--- config.mk ---
export PLATFORM = sky130hd
export DESIGN_NAME = qbp_port_group
export DESIGN_NICKNAME = d
export VERILOG_FILES = /design/src/qbp_pkg.sv /design/src/qbp_port_group.sv
export SDC_FILE = /design/constraint.sdc
export NUM_CORES = 1
export LEC_CHECK = 0
export ABC_AREA = 1
export BUFFER_PORTS_ARGS = -buffer_cell sky130_fd_sc_hd__buf_2
export CORE_UTILIZATION = 56
export CTS_CLUSTER_SIZE = 12
export DETAILED_ROUTE_END_ITERATION = 12
export GPL_TIMING_DRIVEN = 0
export PLACE_DENSITY = 0.86
export REMOVE_ABC_BUFFERS = 1
export SLEW_MARGIN = 20
export SYNTH_ARGS = -nofsm -noshare
export SYNTH_HDL_FRONTEND = slang
export SYNTH_SLANG_ARGS = --single-unit
--- constraint.sdc ---
create_clock -name core_clk -period 1.53 [get_ports core_clk]
set_clock_uncertainty 0.05 [all_clocks]
set_input_delay 0.153 -clock core_clk [delete_from_list [all_inputs] [get_ports core_clk]]
set_output_delay 0.153 -clock core_clk [all_outputs]
set_load 0.05 [all_outputs]
--- src/qbp_pkg.sv ---
// package: constants and carrier types for the quasi-bidirectional port group
package qbp_pkg;
  localparam int unsigned PORT_W        = 8;
  localparam logic [7:0]  LATCH_RST     = 8'hFF;   // quasi ports reset to all ones
  localparam logic [7:0]  ALL_OFF       = 8'h00;
  // strong pull-high pulse length
  localparam int unsigned CLK_MHZ       = 100;
  localparam int unsigned BOOST_NS      = 20;
  localparam int unsigned BOOST_CYC_RAW = (BOOST_NS * CLK_MHZ + 999) / 1000;
  localparam int unsigned BOOST_CYC     = (BOOST_CYC_RAW < 1) ? 1 : BOOST_CYC_RAW;
  localparam int unsigned BOOST_CNT_W   = 4;
  // alternate-function bit positions on quasi_port_a
  localparam int unsigned BIT_TMR2_PIN  = 0;
  localparam int unsigned BIT_TMR2_TRIG = 1;
  localparam int unsigned BIT_RXD       = 2;
  localparam int unsigned BIT_TXD       = 3;
  localparam int unsigned BIT_IRQ_RA    = 4;
  localparam int unsigned BIT_IRQ_FA    = 5;
  localparam int unsigned BIT_IRQ_RB    = 6;
  localparam int unsigned BIT_IRQ_FB    = 7;
  localparam int unsigned IRQ_N         = 4;

  // drive bundle of one 8-bit port: strong low, strong high, weak pullup
  typedef struct packed {
    logic [7:0] pull_low;
    logic [7:0] pull_high;
    logic [7:0] weak_up;
  } qbp_drive_t;

  // external memory bus request from the core
  typedef struct packed {
    logic       active;    // bus cycle in progress
    logic       addr_phase; // address latch strobe high
    logic       drive_data; // core writes data
    logic [15:0] addr;
    logic [7:0] wdata;
  } qbp_bus_req_t;
endpackage

--- src/qbp_port_group.sv ---
// design: three 8-bit port pin drivers with alternate functions and edge interrupts
//
// Overview of operation
// RULE1 - low address/data port undriven after reset
// RULE2 - quasi port a latches reset to ones
// RULE3 - high address port latches reset to ones
// RULE4 - written zero enables strong pulldown until one
// RULE5 - zero-to-one write pulses strong pull-high briefly
// RULE6 - latched-one pin reads externally imposed level
// RULE7 - port a bit0 is timer2 external pin
// RULE8 - port a bit1 is timer2 capture trigger
// RULE9 - port a bits2,3 serial1 receive/transmit
// RULE10 - bits 4,6 rising-edge interrupts
// RULE11 - bits 5,7 falling-edge interrupts
// RULE12 - low port as I/O only pulls low
// RULE13 - address byte while strobe high, then data
// RULE14 - bus mode drives both levels actively
// RULE15 - high port outputs address msb during bus
// RULE16 - interrupt pins synchronised, sticky flags until cleared
`timescale 1ns/1ps
module qbp_port_group #(
  parameter int unsigned BOOST_CYCLES = qbp_pkg::BOOST_CYC
) (
  input  wire logic                 core_clk,      // core clock, 100 MHz
  input  wire logic                 rst_n,         // async reset, active low
  input  wire logic                 clk_en,        // freezes all state when low
  input  wire logic                 lad_wr,        // write low_addr_data_port latch
  input  wire logic                 qpa_wr,        // write quasi_port_a latch
  input  wire logic                 hap_wr,        // write high_addr_port latch
  input  wire logic [7:0]           wr_data,       // latch write data
  input  wire qbp_pkg::qbp_bus_req_t bus_req,      // external memory bus request
  input  wire logic                 timer2_ext_out_en, // timer2 drives its pin
  input  wire logic                 timer2_ext_out,    // timer2 pin value
  input  wire logic                 serial1_transmit_out, // serial1 tx bit
  input  wire logic                 serial1_tx_en, // serial1 owns tx pin
  input  wire logic [3:0]           irq_clr,       // clear sticky irq flags
  input  wire logic [7:0]           lad_in,        // low port pin levels
  input  wire logic [7:0]           qpa_in,        // quasi port a pin levels
  input  wire logic [7:0]           hap_in,        // high port pin levels
  output logic [7:0]                lad_out,       // low port pin drive value
  output logic [7:0]                lad_oe,        // low port drive enable
  output qbp_pkg::qbp_drive_t       qpa_drv,       // quasi port a drivers
  output qbp_pkg::qbp_drive_t       hap_drv,       // high port drivers
  output logic [7:0]                lad_rd,        // low port synced read
  output logic [7:0]                qpa_rd,        // quasi port a synced read
  output logic [7:0]                hap_rd,        // high port synced read
  output logic                      timer2_ext_pin, // synced timer2 pin
  output logic                      timer2_capture_reload_trigger, // synced trigger
  output logic                      serial1_receive_in, // synced serial1 rx
  output logic [3:0]                ext_irq_flag   // rise_a, fall_a, rise_b, fall_b
);

  //////////////////////////////////////////////////////////////////////////////
  // latches
  logic [7:0] lad_latch_ff;
  logic [7:0] qpa_latch_ff;
  logic [7:0] hap_latch_ff;

  // port latches; quasi ports come up at ones, low port latch too (open drain idle)
  always_ff @(posedge core_clk or negedge rst_n) begin
    if (!rst_n) begin
      lad_latch_ff <= qbp_pkg::LATCH_RST;
      qpa_latch_ff <= qbp_pkg::LATCH_RST;  // RULE2
      hap_latch_ff <= qbp_pkg::LATCH_RST;  // RULE3
    end else if (clk_en) begin
      if (lad_wr) lad_latch_ff <= wr_data;
      if (qpa_wr) qpa_latch_ff <= wr_data;  // RULE4
      if (hap_wr) hap_latch_ff <= wr_data;  // RULE4
    end
  end

  //////////////////////////////////////////////////////////////////////////////
  // strong pull-high pulse, one counter per bit per quasi port
  function automatic logic [7:0] rising_bits(input logic [7:0] old_v,
                                             input logic [7:0] new_v);
    return ~old_v & new_v;
  endfunction

  logic [qbp_pkg::BOOST_CNT_W-1:0] qpa_boost_ff [8];
  logic [qbp_pkg::BOOST_CNT_W-1:0] hap_boost_ff [8];
  logic [7:0] qpa_rise;
  logic [7:0] hap_rise;
  localparam logic [qbp_pkg::BOOST_CNT_W-1:0] BOOST_LOAD =
    qbp_pkg::BOOST_CNT_W'(BOOST_CYCLES);

  assign qpa_rise = qpa_wr ? rising_bits(qpa_latch_ff, wr_data) : qbp_pkg::ALL_OFF;
  assign hap_rise = hap_wr ? rising_bits(hap_latch_ff, wr_data) : qbp_pkg::ALL_OFF;

  // a zero-to-one write loads the count; a zero written clears it at once
  always_ff @(posedge core_clk or negedge rst_n) begin
    if (!rst_n) begin
      for (int i = 0; i < 8; i++) begin
        qpa_boost_ff[i] <= '0;
        hap_boost_ff[i] <= '0;
      end
    end else if (clk_en) begin
      for (int i = 0; i < 8; i++) begin
        if (qpa_rise[i]) qpa_boost_ff[i] <= BOOST_LOAD;  // RULE5
        else if (qpa_wr && !wr_data[i]) qpa_boost_ff[i] <= '0;
        else if (qpa_boost_ff[i] != '0) qpa_boost_ff[i] <= qpa_boost_ff[i] - 1'b1;
        if (hap_rise[i]) hap_boost_ff[i] <= BOOST_LOAD;  // RULE5
        else if (hap_wr && !wr_data[i]) hap_boost_ff[i] <= '0;
        else if (hap_boost_ff[i] != '0) hap_boost_ff[i] <= hap_boost_ff[i] - 1'b1;
      end
    end
  end

  //////////////////////////////////////////////////////////////////////////////
  // pin driver state
  logic [7:0] nxt_qpa_val;
  logic [7:0] boost_qpa;
  logic [7:0] boost_hap;
  logic [7:0] nxt_hap_val;
  logic       nxt_hap_bus;

  // alternate outputs override the latch value on bits 0 and 3
  always_comb begin
    nxt_qpa_val = qpa_latch_ff;
    if (timer2_ext_out_en) nxt_qpa_val[qbp_pkg::BIT_TMR2_PIN] = timer2_ext_out;  // RULE7
    if (serial1_tx_en) nxt_qpa_val[qbp_pkg::BIT_TXD] = serial1_transmit_out;  // RULE9
    for (int i = 0; i < 8; i++) begin
      boost_qpa[i] = (qpa_boost_ff[i] != '0);
      boost_hap[i] = (hap_boost_ff[i] != '0);
    end
    nxt_hap_bus = bus_req.active;
    nxt_hap_val = bus_req.active ? bus_req.addr[15:8] : hap_latch_ff;  // RULE15
  end

  // quasi ports: strong low on a latched zero, weak up otherwise, pulse on rise
  always_ff @(posedge core_clk or negedge rst_n) begin
    if (!rst_n) begin
      qpa_drv <= '{pull_low: 8'h00, pull_high: 8'h00, weak_up: 8'hFF};
      hap_drv <= '{pull_low: 8'h00, pull_high: 8'h00, weak_up: 8'hFF};
    end else if (clk_en) begin
      qpa_drv.pull_low  <= ~nxt_qpa_val;  // RULE4
      qpa_drv.pull_high <= boost_qpa & nxt_qpa_val;  // RULE5
      qpa_drv.weak_up   <= nxt_qpa_val;  // RULE6
      // during a bus cycle the address msb is driven hard both ways
      hap_drv.pull_low  <= ~nxt_hap_val;  // RULE4
      hap_drv.pull_high <= nxt_hap_bus ? nxt_hap_val : (boost_hap & nxt_hap_val);  // RULE15
      hap_drv.weak_up   <= nxt_hap_val;
    end
  end

  //////////////////////////////////////////////////////////////////////////////
  // low address/data port: open drain as I/O, push-pull as bus
  always_ff @(posedge core_clk or negedge rst_n) begin
    if (!rst_n) begin
      lad_out <= 8'h00;
      lad_oe  <= 8'h00;  // RULE1
    end else if (clk_en) begin
      if (bus_req.active && bus_req.addr_phase) begin
        lad_out <= bus_req.addr[7:0];  // RULE13
        lad_oe  <= 8'hFF;  // RULE14
      end else if (bus_req.active) begin
        lad_out <= bus_req.wdata;  // RULE13
        lad_oe  <= {8{bus_req.drive_data}};  // RULE14
      end else begin
        lad_out <= 8'h00;  // RULE12
        lad_oe  <= ~lad_latch_ff;  // RULE12
      end
    end
  end

  //////////////////////////////////////////////////////////////////////////////
  // pin synchronisers; first stage read only by second
  logic [7:0] lad_s1_ff;
  logic [7:0] qpa_s1_ff;
  logic [7:0] hap_s1_ff;
  logic [7:0] qpa_s2_ff;

  always_ff @(posedge core_clk or negedge rst_n) begin
    if (!rst_n) begin
      lad_s1_ff <= 8'hFF;
      qpa_s1_ff <= 8'hFF;
      hap_s1_ff <= 8'hFF;
      lad_rd    <= 8'hFF;
      qpa_s2_ff <= 8'hFF;
      hap_rd    <= 8'hFF;
    end else if (clk_en) begin
      lad_s1_ff <= lad_in;
      qpa_s1_ff <= qpa_in;
      hap_s1_ff <= hap_in;
      lad_rd    <= lad_s1_ff;
      qpa_s2_ff <= qpa_s1_ff;  // RULE6
      hap_rd    <= hap_s1_ff;
    end
  end

  // registered copies for reads and alternate inputs, plus edge history
  logic [7:0] qpa_prev_ff;
  always_ff @(posedge core_clk or negedge rst_n) begin
    if (!rst_n) begin
      qpa_rd                        <= 8'hFF;
      qpa_prev_ff                   <= 8'hFF;
      timer2_ext_pin                <= 1'b1;
      timer2_capture_reload_trigger <= 1'b1;
      serial1_receive_in            <= 1'b1;
    end else if (clk_en) begin
      qpa_rd                        <= qpa_s2_ff;  // RULE6
      qpa_prev_ff                   <= qpa_s2_ff;
      timer2_ext_pin                <= qpa_s2_ff[qbp_pkg::BIT_TMR2_PIN];  // RULE7
      timer2_capture_reload_trigger <= qpa_s2_ff[qbp_pkg::BIT_TMR2_TRIG];  // RULE8
      serial1_receive_in            <= qpa_s2_ff[qbp_pkg::BIT_RXD];  // RULE9
    end
  end

  //////////////////////////////////////////////////////////////////////////////
  // edge-detected interrupt flags; a new edge beats a clear in the same cycle
  logic [3:0] irq_edge;
  always_comb begin
    irq_edge[0] = qpa_s2_ff[qbp_pkg::BIT_IRQ_RA] & ~qpa_prev_ff[qbp_pkg::BIT_IRQ_RA];  // RULE10
    irq_edge[1] = ~qpa_s2_ff[qbp_pkg::BIT_IRQ_FA] & qpa_prev_ff[qbp_pkg::BIT_IRQ_FA];  // RULE11
    irq_edge[2] = qpa_s2_ff[qbp_pkg::BIT_IRQ_RB] & ~qpa_prev_ff[qbp_pkg::BIT_IRQ_RB];  // RULE10
    irq_edge[3] = ~qpa_s2_ff[qbp_pkg::BIT_IRQ_FB] & qpa_prev_ff[qbp_pkg::BIT_IRQ_FB];  // RULE11
  end

  always_ff @(posedge core_clk or negedge rst_n) begin
    if (!rst_n) begin
      ext_irq_flag <= 4'h0;
    end else if (clk_en) begin
      ext_irq_flag <= irq_edge | (ext_irq_flag & ~irq_clr);  // RULE16
    end
  end

  //////////////////////////////////////////////////////////////////////////////
  // assertions
  a_lad_reset_float: assert property (@(posedge core_clk)
    $rose(rst_n) |-> lad_oe == 8'h00)  // RULE1
    else $error("low port driven right after reset");

  a_qpa_zero_pull: assert property (@(posedge core_clk) disable iff (!rst_n)
    clk_en && qpa_wr ##1 clk_en && !timer2_ext_out_en && !serial1_tx_en
    |=> qpa_drv.pull_low == ~$past(wr_data, 2))  // RULE4
    else $error("quasi port pulldown does not follow written zeros");

  a_qpa_boost_pulse: assert property (@(posedge core_clk) disable iff (!rst_n)
    clk_en && qpa_wr && (qpa_latch_ff[5] == 1'b0) && wr_data[5]
    ##1 clk_en |=> qpa_drv.pull_high[5])  // RULE5
    else $error("no strong pull-high after zero-to-one write");

  a_qpa_no_contention: assert property (@(posedge core_clk) disable iff (!rst_n)
    (qpa_drv.pull_low & qpa_drv.pull_high) == 8'h00)  // RULE6
    else $error("quasi port drives high and low together");

  a_lad_open_drain: assert property (@(posedge core_clk) disable iff (!rst_n)
    clk_en && !bus_req.active |=> lad_out == 8'h00)  // RULE12
    else $error("low port drove high outside bus mode");

  a_lad_addr_phase: assert property (@(posedge core_clk) disable iff (!rst_n)
    clk_en && bus_req.active && bus_req.addr_phase
    |=> lad_oe == 8'hFF && lad_out == $past(bus_req.addr[7:0]))  // RULE13
    else $error("address byte missing while strobe high");

  a_hap_addr_msb: assert property (@(posedge core_clk) disable iff (!rst_n)
    clk_en && bus_req.active
    |=> hap_drv.pull_high == $past(bus_req.addr[15:8]))  // RULE15
    else $error("high port not showing address msb");

  a_irq_rise_set: assert property (@(posedge core_clk) disable iff (!rst_n)
    clk_en && irq_edge[0] |=> ext_irq_flag[0])  // RULE10
    else $error("rising edge interrupt not flagged");

  a_irq_fall_set: assert property (@(posedge core_clk) disable iff (!rst_n)
    clk_en && $fell(qpa_s2_ff[qbp_pkg::BIT_IRQ_FB]) |=> ext_irq_flag[3])  // RULE11
    else $error("falling edge interrupt not flagged");

  a_irq_sticky: assert property (@(posedge core_clk) disable iff (!rst_n)
    ext_irq_flag[1] && !irq_clr[1] |=> ext_irq_flag[1])  // RULE16
    else $error("interrupt flag dropped without clear");

endmodule // qbp_port_group

==> results.py <==
metrics = {
    "logic_synthesis": {
        "yosysMostFrequentCell": "nand2_1",
        "yosysSeqAreaShare_pct": 55.7,
        "async_flop_share_pct": 100,
        "synth-edff-count": 0,
        "synthTopCellsByArea": "dfrtp_1, dfstp_2, nand2_1, o21ai_0, inv_1",
        "synth_warnings": 0,
        "synth_cell_type_count": 29,
        "synthCells": 1142,
        "syn_area_per_cell_um2": 8.53,
        "ys_ff_latch": 212,
        "ys_top_cells_by_count": "nand2_1, o21ai_0, dfrtp_1, inv_1, dfstp_2",
        "synth.top_cell.area_share_pct": 29.8,
        "synth-main-ff-cell": "dfrtp_1",
        "syn_area_um2": 9740,
        "synth_area_leader_cell": "dfrtp_1",
    },
    "placed_design": {
        "dpl.hpwl_um": 14100,
        "io_buffers": 167,
        "place_congestion": 0.830,
    },
    "die": {
        "core_um2": 16800,
        "die_w_um": 134,
        "die_h_um": 134,
        "start_util_pct": 58.1,
        "io_pins": 168,
        "rows": 47,
        "dieArea_um2": 17900,
    },
    "drt": {
        "num_vias": 8539,
        "drc": 0,
        "drt_iter0_markers": 522,
        "drt_wl_total_um": 23800,
        "drt-pass1-iter-count": 5,
        "wl_per_cell_um": 14.9,
        "antenna_left": 0,
        "viasPerCell": 5.35,
    },
    "job": {
        "maxCapViolCount": 0,
    },
    "final_layout": {
        "fin_nets": 1448,
        "syn_to_final_growth_pct": 25.5,
        "final_core_util_pct": 72.9,
        "n_antenna_cell": 0,
        "layout-drive-gt1-share_pct": 23.6,
    },
    "setup_path": {
        "rr_startpoint": "qpa_boost_ff[24]",
        "crit_type": "reg2out",
        "critPathBufInv": 1,
        "crit_required_ns": 1.33,
        "crit_chain": "clkbuf_4",
        "r2r_slack_ns": 0.10,
        "cpMaxStageDelayCell": "dfstp_2",
        "worst-path-stages": 1,
        "rr_worst_depth": 8,
        "cp-end-kind": "output pin",
        "rr_endpoint": "qpa_boost_ff[25]",
        "slowest_delay_ns": 0.56,
        "worst-path-max-fanout": 3,
        "crit_family": "flip-flops",
        "cp_data_arrival_time_ns": 1.30,
        "cp-start-kind": "flop",
    },
    "hold_path": {
        "holdCritPathClass": "in2reg",
        "hold-path-cell-count": 3,
        "hold_start": "wr_data[1]",
        "worstHoldEndpoint": "hap_latch_ff[1]",
    },
    "global_route": {
        "grt_overflow": 0,
        "grt_pass1_vias": 8482,
        "antenna_found_initial": 0,
        "grt_max_degree": 97,
        "grt_usage_pct": 26.7,
        "grt_pass1_wl_um": 38900,
    },
    "cts": {
        "numCtsBuffers": 23,
        "insertion_delay_ns": 0.50,
        "clock_path_buffers": 3,
        "cts_max_level": 1,
        "cts_tree": "built",
        "clk_pin_slew_ns": 0.06,
        "cts_sinks": 212,
        "cts_root_buf": "clkbuf_16",
    },
    "sta": {
        "slew_violations": 0,
        "slew_headroom_pct": 38.2,
        "finalSetupViolations": 0,
        "max_freq_ghz": 0.665,
        "period_needed_ns": 1.50,
        "rsz0062_at_grt": "true",
        "hold_viol_final": 0,
        "worst_slew_pin_slew_ns": 0.921,
        "fin_crit_sh_pct": 98.4,
    },
    "power": {
        "power.density_nw_per_um2": 1660,
        "finalPower_uw": 20300,
        "p_leak_uw": 0.00600,
        "peakVddDrop_uv": 1120,
    },
    "status": {
        "outcome": "finished, final reports clean",
    },
}
kinds of logic (layout without fill, tap and decap cells):
kind of cell	after synthesis	after routing	synth area share, %
and+or+nand+nor	514	514	21.3
AOI/OAI and AO/OA	222	222	12.4
DFF	212	212	55.7
buffers and inverters	162	395	7.09
adders and majority gates	16	16	2.06
xor gates and xnor gates	16	16	1.44
tightest hold or removal path, delay by kind of cell:
| family | cells | cell delay (ns) |
|---|---|---|
| AOI/OAI and AO/OA | 1 | 0.12 |
| buffers and inverters | 2 | 0.28 |
per-stage QoR:
stage	hold WS (ns)	TNS (ns)	instances	worst slack [ns]	cell area, µm²
floorplan	-0.193	-57.03	1097	-0.739	9490
detailed placement	0.0486	-7.27	1488	-0.382	10700
finish	0.0292	0	1595	0.0252	12200
CTS	0.0168	0	1594	0.0112	12100
global placement	0.306	-1197.58	1484	-4.80	10600
global route	0.0519	-0.0246	1595	-0.0131	12200
registers in the layout (all words and copies together) (netlist names):
name and count:
lad_out 8, qpa_boost_ff 32, qpa_s1_ff 8, lad_rd 8
hap_rd 8, lad_s1_ff 8, hap_drv 24, hap_latch_ff 8
qpa_drv 24, lad_oe 8, hap_boost_ff 32, qpa_prev_ff 8
hap_s1_ff 8, ext_irq_flag 4, qpa_s2_ff 8, lad_latch_ff 8
qpa_latch_ff 8
how the worst max path moves through the flow:
stage | startpoint | end | slack (ns)
finish | qpa_prev_ff[5] | qpa_rd[5] | 0.03
global route | hap_boost_ff[20] | hap_boost_ff[20] | -0.01
CTS | qpa_prev_ff[6] | qpa_rd[6] | 0.01
detailed placement | bus_req[26] | lad_oe[1] | -0.38
global placement | clk_en | hap_boost_ff[13] | -4.80
floorplan | clk_en | hap_boost_ff[25] | -0.74
per-layer routing:
| layer | share of wire (%) | global-route usage, % | vias up | routed length, µm |
|---|---|---|---|---|
| li1 | - | - | 4105 | - |
| met1 | 41 | 33.6 | 4087 | 9770 |
| met2 | 51 | 47.3 | 297 | 12000 |
| met3 | 6.3 | 3.89 | 50 | 1490 |
| met4 | 2.1 | 8.40 | 0 | 495 |
| met5 | 0 | 0 | - | 0 |
report_power, final:
part           internal (µW)  leakage (µW)  total, µW  switching, µW
registers               7130       0.00243       8020            894
clock network           3120      0.000350       5270           2150
logic                   2350       0.00322       7020           4670
layout by cell type, fill, tap and decap left out, types with 4 or more instances in the layout:
master         instances
a21oi_1               32
a22oi_1                5
a31oi_1                8
buf_16                 4
buf_2                156
clkbuf_1               9
clkbuf_16             24
clkbuf_4               9
clkbuf_8               5
dfrtp_1              116
dfstp_2               96
dlygate4sd3_1         65
ha_1                  14
inv_1                115
nand2_1              346
nand3_1               55
nand3_2                4
nand4_1               19
nor2_1                82
o21a_1                18
o21ai_0              133
o21ai_1               11
o21ai_2                4
o21ai_4                4
xor2_1                13
area by class of cell:
type / instances / area [µm²]
Clock inverter: 3 / 17.5
Multi-Input combinational cell: 768 / 3710
Inverter: 117 / 444
Fill cell: 1189 / 4540
Clock buffer: 38 / 703
Tap cell: 220 / 275
Sequential cell: 212 / 5430
Timing Repair Buffer: 237 / 1650
repair_timing:
item                                   4_1_cts  5_1_grt
endpoints found under the hold margin      212        0
hold buffers                                65        0
buffers inserted                             0        1
resized for setup                            3       29
pin swaps                                    0        4
setup endpoints to repair                    6       47
Note: power is estimated with default switching activity, not from simulation.
